<file path="src/pif_params.svh">
// Purpose: constants of the peripheral interrupt flag block
// Assumes: included by its bare name; definitions only
// Notes:   register indices are word indices; byte address is four times the index
`ifndef PIF_PARAMS_SVH
`define PIF_PARAMS_SVH

// register word indices
`define PIF_IDX_MAIN_CTRL   10'h00B
`define PIF_IDX_FLAGS_A     10'h00C
`define PIF_IDX_FLAGS_B     10'h00D
`define PIF_IDX_STATUS      10'h00E
`define PIF_IDX_ENABLE_A    10'h106
`define PIF_IDX_ENABLE_B    10'h108

// implemented bit masks
`define PIF_MASK_A          8'h77
`define PIF_MASK_B          8'h9F
`define PIF_STICKY_A        8'h47
`define PIF_STICKY_B        8'h99

// field positions
`define PIF_BIT_GLOBAL_EN   7
`define PIF_BIT_GROUP_EN    6

// reset values and fixed vector
`define PIF_RST_REG         8'h00
`define PIF_RST_WORD        32'h0000_0000
`define PIF_IRQ_VECTOR      16'h0004

`endif

</file>
<file path="src/pif_pkg.sv">
// Purpose: types of the peripheral interrupt flag block
// Assumes: pif_params.svh holds the numbers
// Notes:   one packed struct carries all state of the top module
package pif_pkg;

  // service state of the processor interrupt path
  typedef enum logic [0:0] {
    SVC_IDLE,
    SVC_BUSY
  } pif_svc_t;

  // complete state of the top module
  typedef struct packed {
    logic [7:0]  main_ctrl;
    logic [7:0]  enable_a;
    logic [7:0]  enable_b;
    logic        pready;
    logic        pslverr;
    logic [31:0] prdata;
    pif_svc_t    svc;
    logic        irq_req;
    logic [15:0] vector;
    logic        vector_valid;
  } pif_state_t;

endpackage

</file>
<file path="src/pif_sticky_bits.sv">
// Purpose: a row of sticky event flags with software write access
// Assumes: set pulses come from logic on the same clock
// Notes:   a set in the cycle of a clearing write wins
`timescale 1ns/10ps
module pif_sticky_bits #(
  parameter int         WIDTH = 8,
  parameter logic [7:0] MASK  = 8'hFF
) (
  input  wire logic             pclk,
  input  wire logic             presetn,
  input  wire logic [WIDTH-1:0] set,
  input  wire logic             wr_en,
  input  wire logic [WIDTH-1:0] wr_data,
  output logic      [WIDTH-1:0] q
);

  typedef struct packed {
    logic [WIDTH-1:0] q;                 // flag bits
  } pif_sticky_t;

  pif_sticky_t st_r;                     // registered state
  pif_sticky_t st_nxt;                   // next state
  logic [WIDTH-1:0] bit_nxt;             // per bit next value

  // one cell per flag bit, unimplemented bits held at zero
  for (genvar i = 0; i < WIDTH; i++) begin : g_bit
    assign bit_nxt[i] = MASK[i] & (set[i] | (wr_en ? wr_data[i] : st_r.q[i]));
  end

  // next state
  always_comb begin
    st_nxt   = st_r;
    st_nxt.q = bit_nxt;
  end

  // state register
  always_ff @(posedge pclk or negedge presetn) begin
    if (!presetn) begin
      st_r <= '0;
    end else begin
      st_r <= st_nxt;
    end
  end

  assign q = st_r.q;

endmodule

</file>
<file path="src/pif_level_flag.sv">
// Purpose: flag that mirrors a buffer level and drops on a data access
// Assumes: level and access come from the serial port on the same clock
// Notes:   after an access the flag stays low until the level falls and rises again
`timescale 1ns/10ps
module pif_level_flag (
  input  wire logic pclk,
  input  wire logic presetn,
  input  wire logic level,
  input  wire logic access,
  output logic      flag
);

  typedef struct packed {
    logic flag;                          // visible flag
    logic blocked;                       // access seen while level still high
  } pif_level_t;

  pif_level_t st_r;                      // registered state
  pif_level_t st_nxt;                    // next state

  // follow the level, hide it from the access until it drops
  always_comb begin
    st_nxt         = st_r;
    st_nxt.blocked = (st_r.blocked | access) & level;
    st_nxt.flag    = level & ~access & ~st_r.blocked;
  end

  // state register
  always_ff @(posedge pclk or negedge presetn) begin
    if (!presetn) begin
      st_r <= '0;
    end else begin
      st_r <= st_nxt;
    end
  end

  assign flag = st_r.flag;

endmodule

</file>
<file path="src/pif_top.sv">
// Purpose: peripheral interrupt flags, enables and processor request
// Assumes: sources are on-chip logic on pclk; core acknowledges by pulse
// Notes:   APB slave with one wait state; unmapped addresses answer pslverr
//          a 1 written to a sticky flag sets it, a 0 clears it
//          a source event in the cycle of a clearing write keeps the flag
//          level flags ignore writes and follow their serial port
//          status word is read only: request, in service, pending
//          the handler saves accumulator and status; nothing is stacked here
//          global enable is not cleared on entry; nesting is blocked instead
//          enables, flags and outputs are zero after reset
`timescale 1ns/10ps
module pif_top
  import pif_pkg::*;
(
  input  wire logic        pclk,
  input  wire logic        presetn,
  input  wire logic        psel,
  input  wire logic        penable,
  input  wire logic        pwrite,
  input  wire logic [11:0] paddr,
  input  wire logic [31:0] pwdata,
  output logic      [31:0] prdata,
  output logic             pready,
  output logic             pslverr,
  input  wire logic        conversion_done,
  input  wire logic        pwm_period,
  input  wire logic        period_match,
  input  wire logic        wide_timer_overflow,
  input  wire logic        low_voltage,
  input  wire logic        nv_write_done,
  input  wire logic        bus_collision,
  input  wire logic        capcomp_b,
  input  wire logic        serial0_rx_full,
  input  wire logic        serial0_rx_data_read,
  input  wire logic        serial0_tx_empty,
  input  wire logic        serial0_tx_data_write,
  input  wire logic        serial1_tx_full,
  input  wire logic        serial1_tx_data_write,
  input  wire logic        serial1_rx_full,
  input  wire logic        serial1_rx_data_read,
  input  wire logic        irq_ack,
  input  wire logic        return_from_irq,
  output logic             irq_req,
  output logic      [15:0] irq_vector,
  output logic             irq_vector_valid,
  output logic             irq_in_service
);

  `include "pif_params.svh"

  //////////////////////////////////////////////////////////////////////////////
  // declarations

  pif_state_t st_r;                      // all registered state
  pif_state_t st_nxt;                    // next value of the state

  // bus decode
  logic [9:0] word_addr;                 // word index of the access
  logic       access_ph;                 // access phase, answer not yet given
  logic       done;                      // transfer completes at this edge
  logic       wr_done;                   // completing write
  logic       hit_ctrl;                  // main control selected
  logic       hit_fa;                    // flags a selected
  logic       hit_fb;                    // flags b selected
  logic       hit_st;                    // status selected
  logic       hit_ea;                    // enable a selected
  logic       hit_eb;                    // enable b selected
  logic       mapped;                    // any register selected
  logic [7:0] rd_byte;                   // read mux result

  // flag paths and request
  logic [7:0] set_a;                     // sticky set pulses, flags a
  logic [7:0] set_b;                     // sticky set pulses, flags b
  logic [7:0] sticky_a;                  // sticky bits, flags a
  logic [7:0] sticky_b;                  // sticky bits, flags b
  logic [3:0] lvl_in;                    // buffer levels of the serial ports
  logic [3:0] lvl_acc;                   // data register accesses
  logic [3:0] lvl_flag;                  // level flags
  logic [7:0] flags_a;                   // assembled flags a
  logic [7:0] flags_b;                   // assembled flags b
  logic       pending;                   // any enabled flag
  logic       request;                   // request allowed to the core

  //////////////////////////////////////////////////////////////////////////////
  // apb decode

  // word index; byte address is four times the register index
  assign word_addr = paddr[11:2];
  assign access_ph = psel & penable & ~st_r.pready;
  assign done      = psel & penable & st_r.pready;
  assign wr_done   = done & pwrite & mapped;

  // pready comes from a register, so every transfer sees one wait;
  // a master holding penable past the answer would start a second access

  // address compare per register
  assign hit_ctrl = (word_addr == `PIF_IDX_MAIN_CTRL);
  assign hit_fa   = (word_addr == `PIF_IDX_FLAGS_A);
  assign hit_fb   = (word_addr == `PIF_IDX_FLAGS_B);
  assign hit_st   = (word_addr == `PIF_IDX_STATUS);
  assign hit_ea   = (word_addr == `PIF_IDX_ENABLE_A);
  assign hit_eb   = (word_addr == `PIF_IDX_ENABLE_B);
  assign mapped   = hit_ctrl | hit_fa | hit_fb | hit_st | hit_ea | hit_eb;

  //////////////////////////////////////////////////////////////////////////////
  // event sources

  // a source held high keeps setting its flag, so a clear written
  // while it still stands has no lasting effect
  // flags a: bit6 conversion, bit2 pwm, bit1 period match, bit0 overflow
  always_comb begin
    set_a    = 8'h00;
    set_a[6] = conversion_done;
    set_a[2] = pwm_period;
    set_a[1] = period_match;
    set_a[0] = wide_timer_overflow;
  end

  // flags b: bit7 low voltage, bit4 nv write, bit3 collision, bit0 capcomp
  always_comb begin
    set_b    = 8'h00;
    set_b[7] = low_voltage;
    set_b[4] = nv_write_done;
    set_b[3] = bus_collision;
    set_b[0] = capcomp_b;
  end

  // sticky flags, set whatever the enables say
  // mask leaves bits 7, 5, 4 and 3 to zero and the level flags
  pif_sticky_bits #(
    .WIDTH (8),
    .MASK  (`PIF_STICKY_A)
  ) u_sticky_a (
    .pclk    (pclk),
    .presetn (presetn),
    .set     (set_a),
    .wr_en   (wr_done & hit_fa),
    .wr_data (pwdata[7:0]),
    .q       (sticky_a)
  );

  // sticky flags of the second request register
  // mask leaves bits 6, 5, 2 and 1 to zero and the level flags
  pif_sticky_bits #(
    .WIDTH (8),
    .MASK  (`PIF_STICKY_B)
  ) u_sticky_b (
    .pclk    (pclk),
    .presetn (presetn),
    .set     (set_b),
    .wr_en   (wr_done & hit_fb),
    .wr_data (pwdata[7:0]),
    .q       (sticky_b)
  );

  //////////////////////////////////////////////////////////////////////////////
  // serial port level flags

  // order: serial0 rx, serial0 tx, serial1 tx, serial1 rx
  // the two tx flags follow opposite levels: empty and full
  assign lvl_in  = {serial1_rx_full, serial1_tx_full, serial0_tx_empty, serial0_rx_full};
  assign lvl_acc = {serial1_rx_data_read, serial1_tx_data_write,
                    serial0_tx_data_write, serial0_rx_data_read};

  // one level cell per serial flag
  // an access drops the flag until the level falls; a second read
  // while the buffer still holds data does not raise it again
  for (genvar i = 0; i < 4; i++) begin : g_lvl
    pif_level_flag u_lvl (
      .pclk    (pclk),
      .presetn (presetn),
      .level   (lvl_in[i]),
      .access  (lvl_acc[i]),
      .flag    (lvl_flag[i])
    );
  end

  //////////////////////////////////////////////////////////////////////////////
  // flag registers as software sees them

  // level flags fill bits that the sticky masks leave at zero
  // flags a: level flags at bits 5 and 4, bits 7 and 3 read zero
  always_comb begin
    flags_a    = sticky_a & `PIF_MASK_A;
    flags_a[5] = lvl_flag[0];
    flags_a[4] = lvl_flag[1];
  end

  // flags b: level flags at bits 2 and 1, bits 6 and 5 read zero
  always_comb begin
    flags_b    = sticky_b & `PIF_MASK_B;
    flags_b[2] = lvl_flag[2];
    flags_b[1] = lvl_flag[3];
  end

  //////////////////////////////////////////////////////////////////////////////
  // request to the core

  // plain or over all sources, no ordering between them
  // enables are masked on write, so unused bits never add to pending
  assign pending = |(flags_a & st_r.enable_a) | |(flags_b & st_r.enable_b);

  // group enable, then global enable, then not while in service
  // registered below, so the request rises one cycle after its cause
  assign request = pending
                 & st_r.main_ctrl[`PIF_BIT_GROUP_EN]
                 & st_r.main_ctrl[`PIF_BIT_GLOBAL_EN]
                 & (st_r.svc == SVC_IDLE);

  //////////////////////////////////////////////////////////////////////////////
  // read mux

  // byte of the selected register, zero elsewhere
  // status: bit0 request, bit1 in service, bit2 pending
  always_comb begin
    rd_byte = 8'h00;
    if (hit_ctrl) begin
      rd_byte = st_r.main_ctrl;
    end else if (hit_fa) begin
      rd_byte = flags_a;
    end else if (hit_fb) begin
      rd_byte = flags_b;
    end else if (hit_st) begin
      rd_byte = {5'b00000, pending, (st_r.svc == SVC_BUSY), st_r.irq_req};
    end else if (hit_ea) begin
      rd_byte = st_r.enable_a;
    end else if (hit_eb) begin
      rd_byte = st_r.enable_b;
    end
  end

  //////////////////////////////////////////////////////////////////////////////
  // next state

  // bus answer, control registers and service sequence
  always_comb begin
    st_nxt              = st_r;
    st_nxt.vector_valid = 1'b0;

    // one wait state, answer raised in the cycle after the access phase opens
    // read data is captured here and stands with pready for one cycle;
    // an unmapped access answers pslverr and zero data
    st_nxt.pready = access_ph;
    if (access_ph) begin
      st_nxt.pslverr = ~mapped;
      st_nxt.prdata  = (pwrite || !mapped) ? `PIF_RST_WORD : {24'h00_0000, rd_byte};
    end else if (done) begin
      st_nxt.pslverr = 1'b0;
      st_nxt.prdata  = `PIF_RST_WORD;
    end

    // writes take effect at the completing edge only
    // main control: global enable, group enable and plain storage bits
    if (wr_done && hit_ctrl) begin
      st_nxt.main_ctrl = pwdata[7:0];
    end
    // enable registers keep unused bits at zero
    if (wr_done && hit_ea) begin
      st_nxt.enable_a = pwdata[7:0] & `PIF_MASK_A;
    end
    if (wr_done && hit_eb) begin
      st_nxt.enable_b = pwdata[7:0] & `PIF_MASK_B;
    end

    // service sequence; the handler saves accumulator and status itself
    // only a standing request is accepted; an ack without one is ignored
    // service ends only on the return pulse of the core
    // an unknown state falls back to idle
    case (st_r.svc)
      SVC_IDLE: begin
        if (irq_ack && st_r.irq_req) begin
          st_nxt.svc          = SVC_BUSY;
          st_nxt.vector       = `PIF_IRQ_VECTOR;
          st_nxt.vector_valid = 1'b1;
        end
      end
      SVC_BUSY: begin
        if (return_from_irq) begin
          st_nxt.svc = SVC_IDLE;
        end
      end
      default: begin
        st_nxt.svc = SVC_IDLE;
      end
    endcase

    // request drops at once on acceptance
    st_nxt.irq_req = request & ~(irq_ack & st_r.irq_req);
  end

  //////////////////////////////////////////////////////////////////////////////
  // state register

  // single register for the whole state
  // reset clears every flag, enable, answer and the service state
  always_ff @(posedge pclk or negedge presetn) begin
    if (!presetn) begin
      st_r              <= '0;
      st_r.main_ctrl    <= `PIF_RST_REG;
      st_r.enable_a     <= `PIF_RST_REG;
      st_r.enable_b     <= `PIF_RST_REG;
      st_r.prdata       <= `PIF_RST_WORD;
      st_r.svc          <= SVC_IDLE;
      st_r.vector       <= 16'h0000;
    end else begin
      st_r <= st_nxt;
    end
  end

  //////////////////////////////////////////////////////////////////////////////
  // outputs, each straight from the state register

  assign prdata           = st_r.prdata;
  assign pready           = st_r.pready;
  assign pslverr          = st_r.pslverr;
  assign irq_req          = st_r.irq_req;
  assign irq_vector       = st_r.vector;
  assign irq_vector_valid = st_r.vector_valid;
  // the service state is one bit, so this is the flop itself
  assign irq_in_service   = (st_r.svc == SVC_BUSY);

endmodule

</file>
<file path="config.mk">
export PLATFORM = sky130hd
export DESIGN_NAME = pif_top
export DESIGN_NICKNAME = d
export VERILOG_FILES = /design/src/pif_pkg.sv /design/src/pif_sticky_bits.sv /design/src/pif_level_flag.sv /design/src/pif_top.sv
export VERILOG_INCLUDE_DIRS = /design/src
export SDC_FILE = /design/constraint.sdc
export NUM_CORES = 1
export LEC_CHECK = 0
export ABC_AREA = 0
export BUFFER_PORTS_ARGS = -buffer_cell sky130_fd_sc_hd__buf_4
export CAP_MARGIN = 40
export CORE_ASPECT_RATIO = 1.75
export CORE_MARGIN = 5
export CORE_UTILIZATION = 30
export DETAILED_ROUTE_END_ITERATION = 12
export PLACE_DENSITY_LB_ADDON = 0.2
export SLEW_MARGIN = 15
export SYNTH_ARGS = -nofsm -noshare
export SYNTH_HDL_FRONTEND = slang
export SYNTH_HIERARCHICAL = 1
export SYNTH_SLANG_ARGS = --single-unit
</file>
<file path="constraint.sdc">
create_clock -name pclk -period 1.9 [get_ports pclk]
set_input_delay 0.38 -clock pclk [delete_from_list [all_inputs] [get_ports pclk]]
set_output_delay 0.38 -clock pclk [all_outputs]
set_load 0.01 [all_outputs]
</file>
# Yosys cells after proc, flatten, opt, wreduce, memory -nomap -nowiden
# Cells that the tools add are included.
[classes] n_eq_ne=6 n_mux=22 bitwise_logic=56 n_reduce_logical=10
[ops] cell="$mux W33" n=2
[ops] cell="$mux W8" n=7
[ops] cell="$eq A10 B4 Y1 const B" n=4
[ops] cell="$and A1 B1 Y1" n=24
[ops] cell="$eq A10 B9 Y1 const B" n=2
[ops] cell="$or A1 B1 Y1" n=18
[ops] cell="$reduce_or A8 Y1" n=2
[ops] cell="$mux W1" n=12
[ops] cell="$not A1 Y1" n=12
[ops] cell="$and A8 B8 Y8" n=1
[ops] cell="$and A7 B7 Y7" n=1
[ops] cell="$logic_and A1 B1 Y1" n=4
[ops] cell="$pmux W1 S2" n=1
[ops] cell="$reduce_and A2 Y1" n=1
[ops] cell="$reduce_bool A2 Y1" n=1
[ops] cell="$logic_not A1 Y1" n=1
[ops] cell="$logic_or A1 B1 Y1" n=1
[word_totals] reg_bits=74 in_bits=67 out_inout_bits=53 wordCells=114

# Logic depth before layout (Yosys ltp)
[logic_depth] word_depth=10 ltp_mapped=7 depth_no_buf=5

# By module
# Netlist, hierarchy kept.
[by_module_without_submodules] module="pif_top" n_inst=1 cells_per_inst=210 area_per_inst_um2=2133.3 seq_area_each_um2=850.8
[by_module_without_submodules] module="pif_sticky_bits" n_inst=2 cells_per_inst=17 area_per_inst_um2=193.9 seq_area_each_um2=100.1
[by_module_without_submodules] module="pif_level_flag" n_inst=4 cells_per_inst=4 area_per_inst_um2=70.1 seq_area_each_um2=50.0

# Worst setup path before layout
# Ideal clock, no wire load.
[synth_path] path_kind="input port to flip-flop" from="input port paddr[7]" to="register u_sticky_b.st_r, in the netlist u_sticky_b/q[0]" t_arrival_ns=1.746 t_required_ns=1.776 path_slack_ns=0.030 cell_stages=5 path_cell_list="or4_4 > nor4_4 > and2_2 > nor2b_1 > a211o_1"
[synth_via] elab_chain_cells=10
[synth_rtl] item="from (decl)" line="pif_top.sv:20" source="input wire logic [11:0] paddr,"
[synth_rtl] item="$eq A10 B4 Y1 (no line)"
[synth_rtl] item="$or A1 B1 Y1 (5 in series)" line="pif_top.sv:103" source="assign mapped = hit_ctrl | hit_fa | hit_fb | hit_st | hit_ea | hit_eb;"
[synth_rtl] item="$and A1 B1 Y1" line="pif_top.sv:91" source="assign wr_done = done & pwrite & mapped;"
[synth_rtl] item="$and A1 B1 Y1 *" line="pif_top.sv:151" source=".wr_en (wr_done & hit_fb),"
[synth_rtl] item="$mux W1 *" line="pif_sticky_bits.sv:27" source="assign bit_nxt[i] = MASK[i] & (set[i] | (wr_en ? wr_data[i] : st_r.q[i]));"
[synth_rtl] item="$or A1 B1 Y1 *" line="pif_sticky_bits.sv:27"
[synth_rtl] item="named net u_sticky_b.bit_nxt[0]" line="pif_sticky_bits.sv:23" source="logic [WIDTH-1:0] bit_nxt;"
[synth_rtl] item="to (signal assigned)" line="pif_sticky_bits.sv:41" source="st_r <= st_nxt;"
[synth_rtl] item="to (decl)" line="pif_sticky_bits.sv:21" source="pif_sticky_t st_r;"
# The timed path passes the listed nets; every way through them passes the cells marked *.
# A chain may end at the register's enable or synchronous reset.

# Worst setup path after layout
[layout_path] from="input port paddr[7]" to="register u_sticky_b.st_r, in the netlist u_sticky_b/q[3]"
# Same word-level chain as after synthesis.

==> results.json <==
{
  "p_leak_nw": 1.625,
  "ioPinCount": 120,
  "clkSinkCount": 50,
  "min_path_type": "in -> async",
  "gp_congestion": 0.8435,
  "cts_tree": "done",
  "timing.hold.ws_ns": 0.1063,
  "root_buffer": "clkbuf_16",
  "dp.final_hpwl_mm": 5.587,
  "drtIter0Drc": 158,
  "final.fill_count": 940,
  "multi_input_area_um2": 1235,
  "period_needed_ns": 1.822,
  "synth.cell_area_um2": 2734,
  "postSynthCellCount": 250,
  "max-vdd-ir-drop_uv": 456.5,
  "p_seq_share_pct": 49.1,
  "grt_busiest_layer": "met2",
  "use_met3_pct": 2.122,
  "place_area_um2": 3196,
  "worstSetupStartpointType": "primary input",
  "ys_warn_count": 6,
  "final_util_pct": 37.40,
  "vias": 2032,
  "area_growth_pct": 22.84,
  "die-area_um2": 11200,
  "rsz0062_at_grt": "false",
  "route.detailed.drc": 0,
  "worstSetupStartpoint": "paddr[7]",
  "tns_ns": 0,
  "grt_max_degree": 51,
  "worst-slew-pin-transition_ns": 0.6469,
  "critPathRequiredTime_ns": 2.08,
  "power.density_nw_per_um2": 660.3,
  "viasPerCell": 4.650,
  "critical_path.reg2reg.startpoint": "pready",
  "final_cells": 437,
  "routedWlPerCell_um": 15.84,
  "slew_viol_final": 0,
  "switching_share_pct": 23.32,
  "final_cell_area_um2": 3358,
  "cts_buffers": 5,
  "antenna_found_initial": 0,
  "crit_path_max_fanout": 6,
  "nets": 383,
  "cap_violations": 0,
  "die_width_um": 82.16,
  "grt_first_pass_wirelength_mm": 10.92,
  "port_buffers": 54,
  "max-slew-margin-rel_pct": 56.88,
  "first_global_vias": 2130,
  "grt_util_met1_pct": 14.38,
  "skew_ns": 0.004406,
  "insertedDiodeCount": 0,
  "p_clk_share_pct": 40.5,
  "finalPower_mw": 2.217,
  "die_h_um": 136.3,
  "setup_violations": 0,
  "period_share_pct": 95.91,
  "crit_arrival_ns": 2.00,
  "finalWorstSetupSlack_ns": 0.07762,
  "postRouteWirelength_mm": 6.924,
  "pre_cts_slack_ns": -0.2502,
  "fmax_ghz": 0.5487,
  "htree_num_levels": 2,
  "dp.cells": 428,
  "drive_gt1_share_pct": 36.28,
  "insertion_delay_ns": 0.29,
  "grt_usage_pct": 13.17,
  "p_comb_share_pct": 10.4,
  "endpoint_kind": "flip-flop",
  "hold_viol_final": 0,
  "rows": 46,
  "met2_usage_pct": 23.49,
  "path_class": "in -> reg",
  "seqCellArea_um2": 1251,
  "p_int_mw": 1.700,
  "first_pass_iters": 4,
  "status": "finished, final reports clean",
  "clk_pin_slew_ns": 0.06,
  "start_util_pct": 30.45,
  "ant_nets": 0,
  "clock_path_buffers": 2,
  "power_switching_mw": 0.5170,
  "syn_area_per_cell_um2": 10.94,
  "coreArea_um2": 8979,
  "grt_overflow": 0
}
flip-flops by register name (all words and copies together), names as in the netlist, 4 cells and up:
signal and cells:
u_sticky_a/q 4, g_lvl.u_lvl/flag 4, st_r 20, u_sticky_b/q 4
g_lvl.u_lvl/st_r 4, prdata 8
worst max-delay path, stage by stage:
cell     delay [ns]
buf_4          0.11
or4_4          0.55
nor4_4         0.27
buf_4          0.18
and2_2         0.23
nor2b_1        0.07
a211o_1        0.22
metal layers:
layer / part of all wire (%) / vias up
met3: 7.2 / 12
met1: 35 / 979
li1: - / 954
met2: 54 / 87
met4: 3.9 / 0
met5: 0 / -
power groups by stage:
stage / sequential [mW] / clock (mW) / combinational (mW)
finish: 1.09 / 0.897 / 0.230
global route: 1.09 / 0.974 / 0.258
CTS: 1.09 / 0.937 / 0.231
detailed placement: 1.11 / 0 / 0.230
global placement: 1.11 / 0 / 0.229
floorplan: 1.11 / 0 / 0.157
layout make-up:
type / count / area share (%)
clock buffers: 7 / 4.247
flip-flops and latches: 50 / 37.26
multi-input cells: 181 / 36.77
clock inverters: 1 / 0.1490
inverters: 3 / 0.3353
well taps: 120 / 4.471
repair buffers: 75 / 16.77
cell usage in the layout, fill, tap and decap left out, drive strengths merged, types with 2 or more instances in the layout:
cell,instances
a211o,8
a21oi,5
a221oi,4
a22o,10
a22oi,6
and2,2
and3,2
and3b,2
buf,75
clkbuf,7
conb,39
dfrtp,50
inv,3
mux2,20
nand2,19
nand2b,5
nand3b,3
nor2,10
nor2b,11
nor3b,5
o211ai,2
o21a,4
o21ai,4
o221ai,2
repair_timing:
action,CTS,global route
buffers inserted,0,1
hold buffers,0,0
gates resized for setup,0,2
endpoints found under the setup margin,0,6
final timing paths:
check / to / slack (ns) / cells past startpoint
worst max-delay path: u_sticky_b/q[3] / 0.08 / 7
worst min-delay path: u_sticky_b/q[7] / 0.11 / 1
max in group asynchronous: u_sticky_a/q[6] / 1.35 / 1
worst min register to register: g_lvl[0].u_lvl/flag / 0.45 / 1
min in group pclk: g_lvl[1].u_lvl/flag / 0.25 / 2
worst max register to register: u_sticky_b/q[3] / 0.45 / 6
Power figures use the tool's default switching activity.
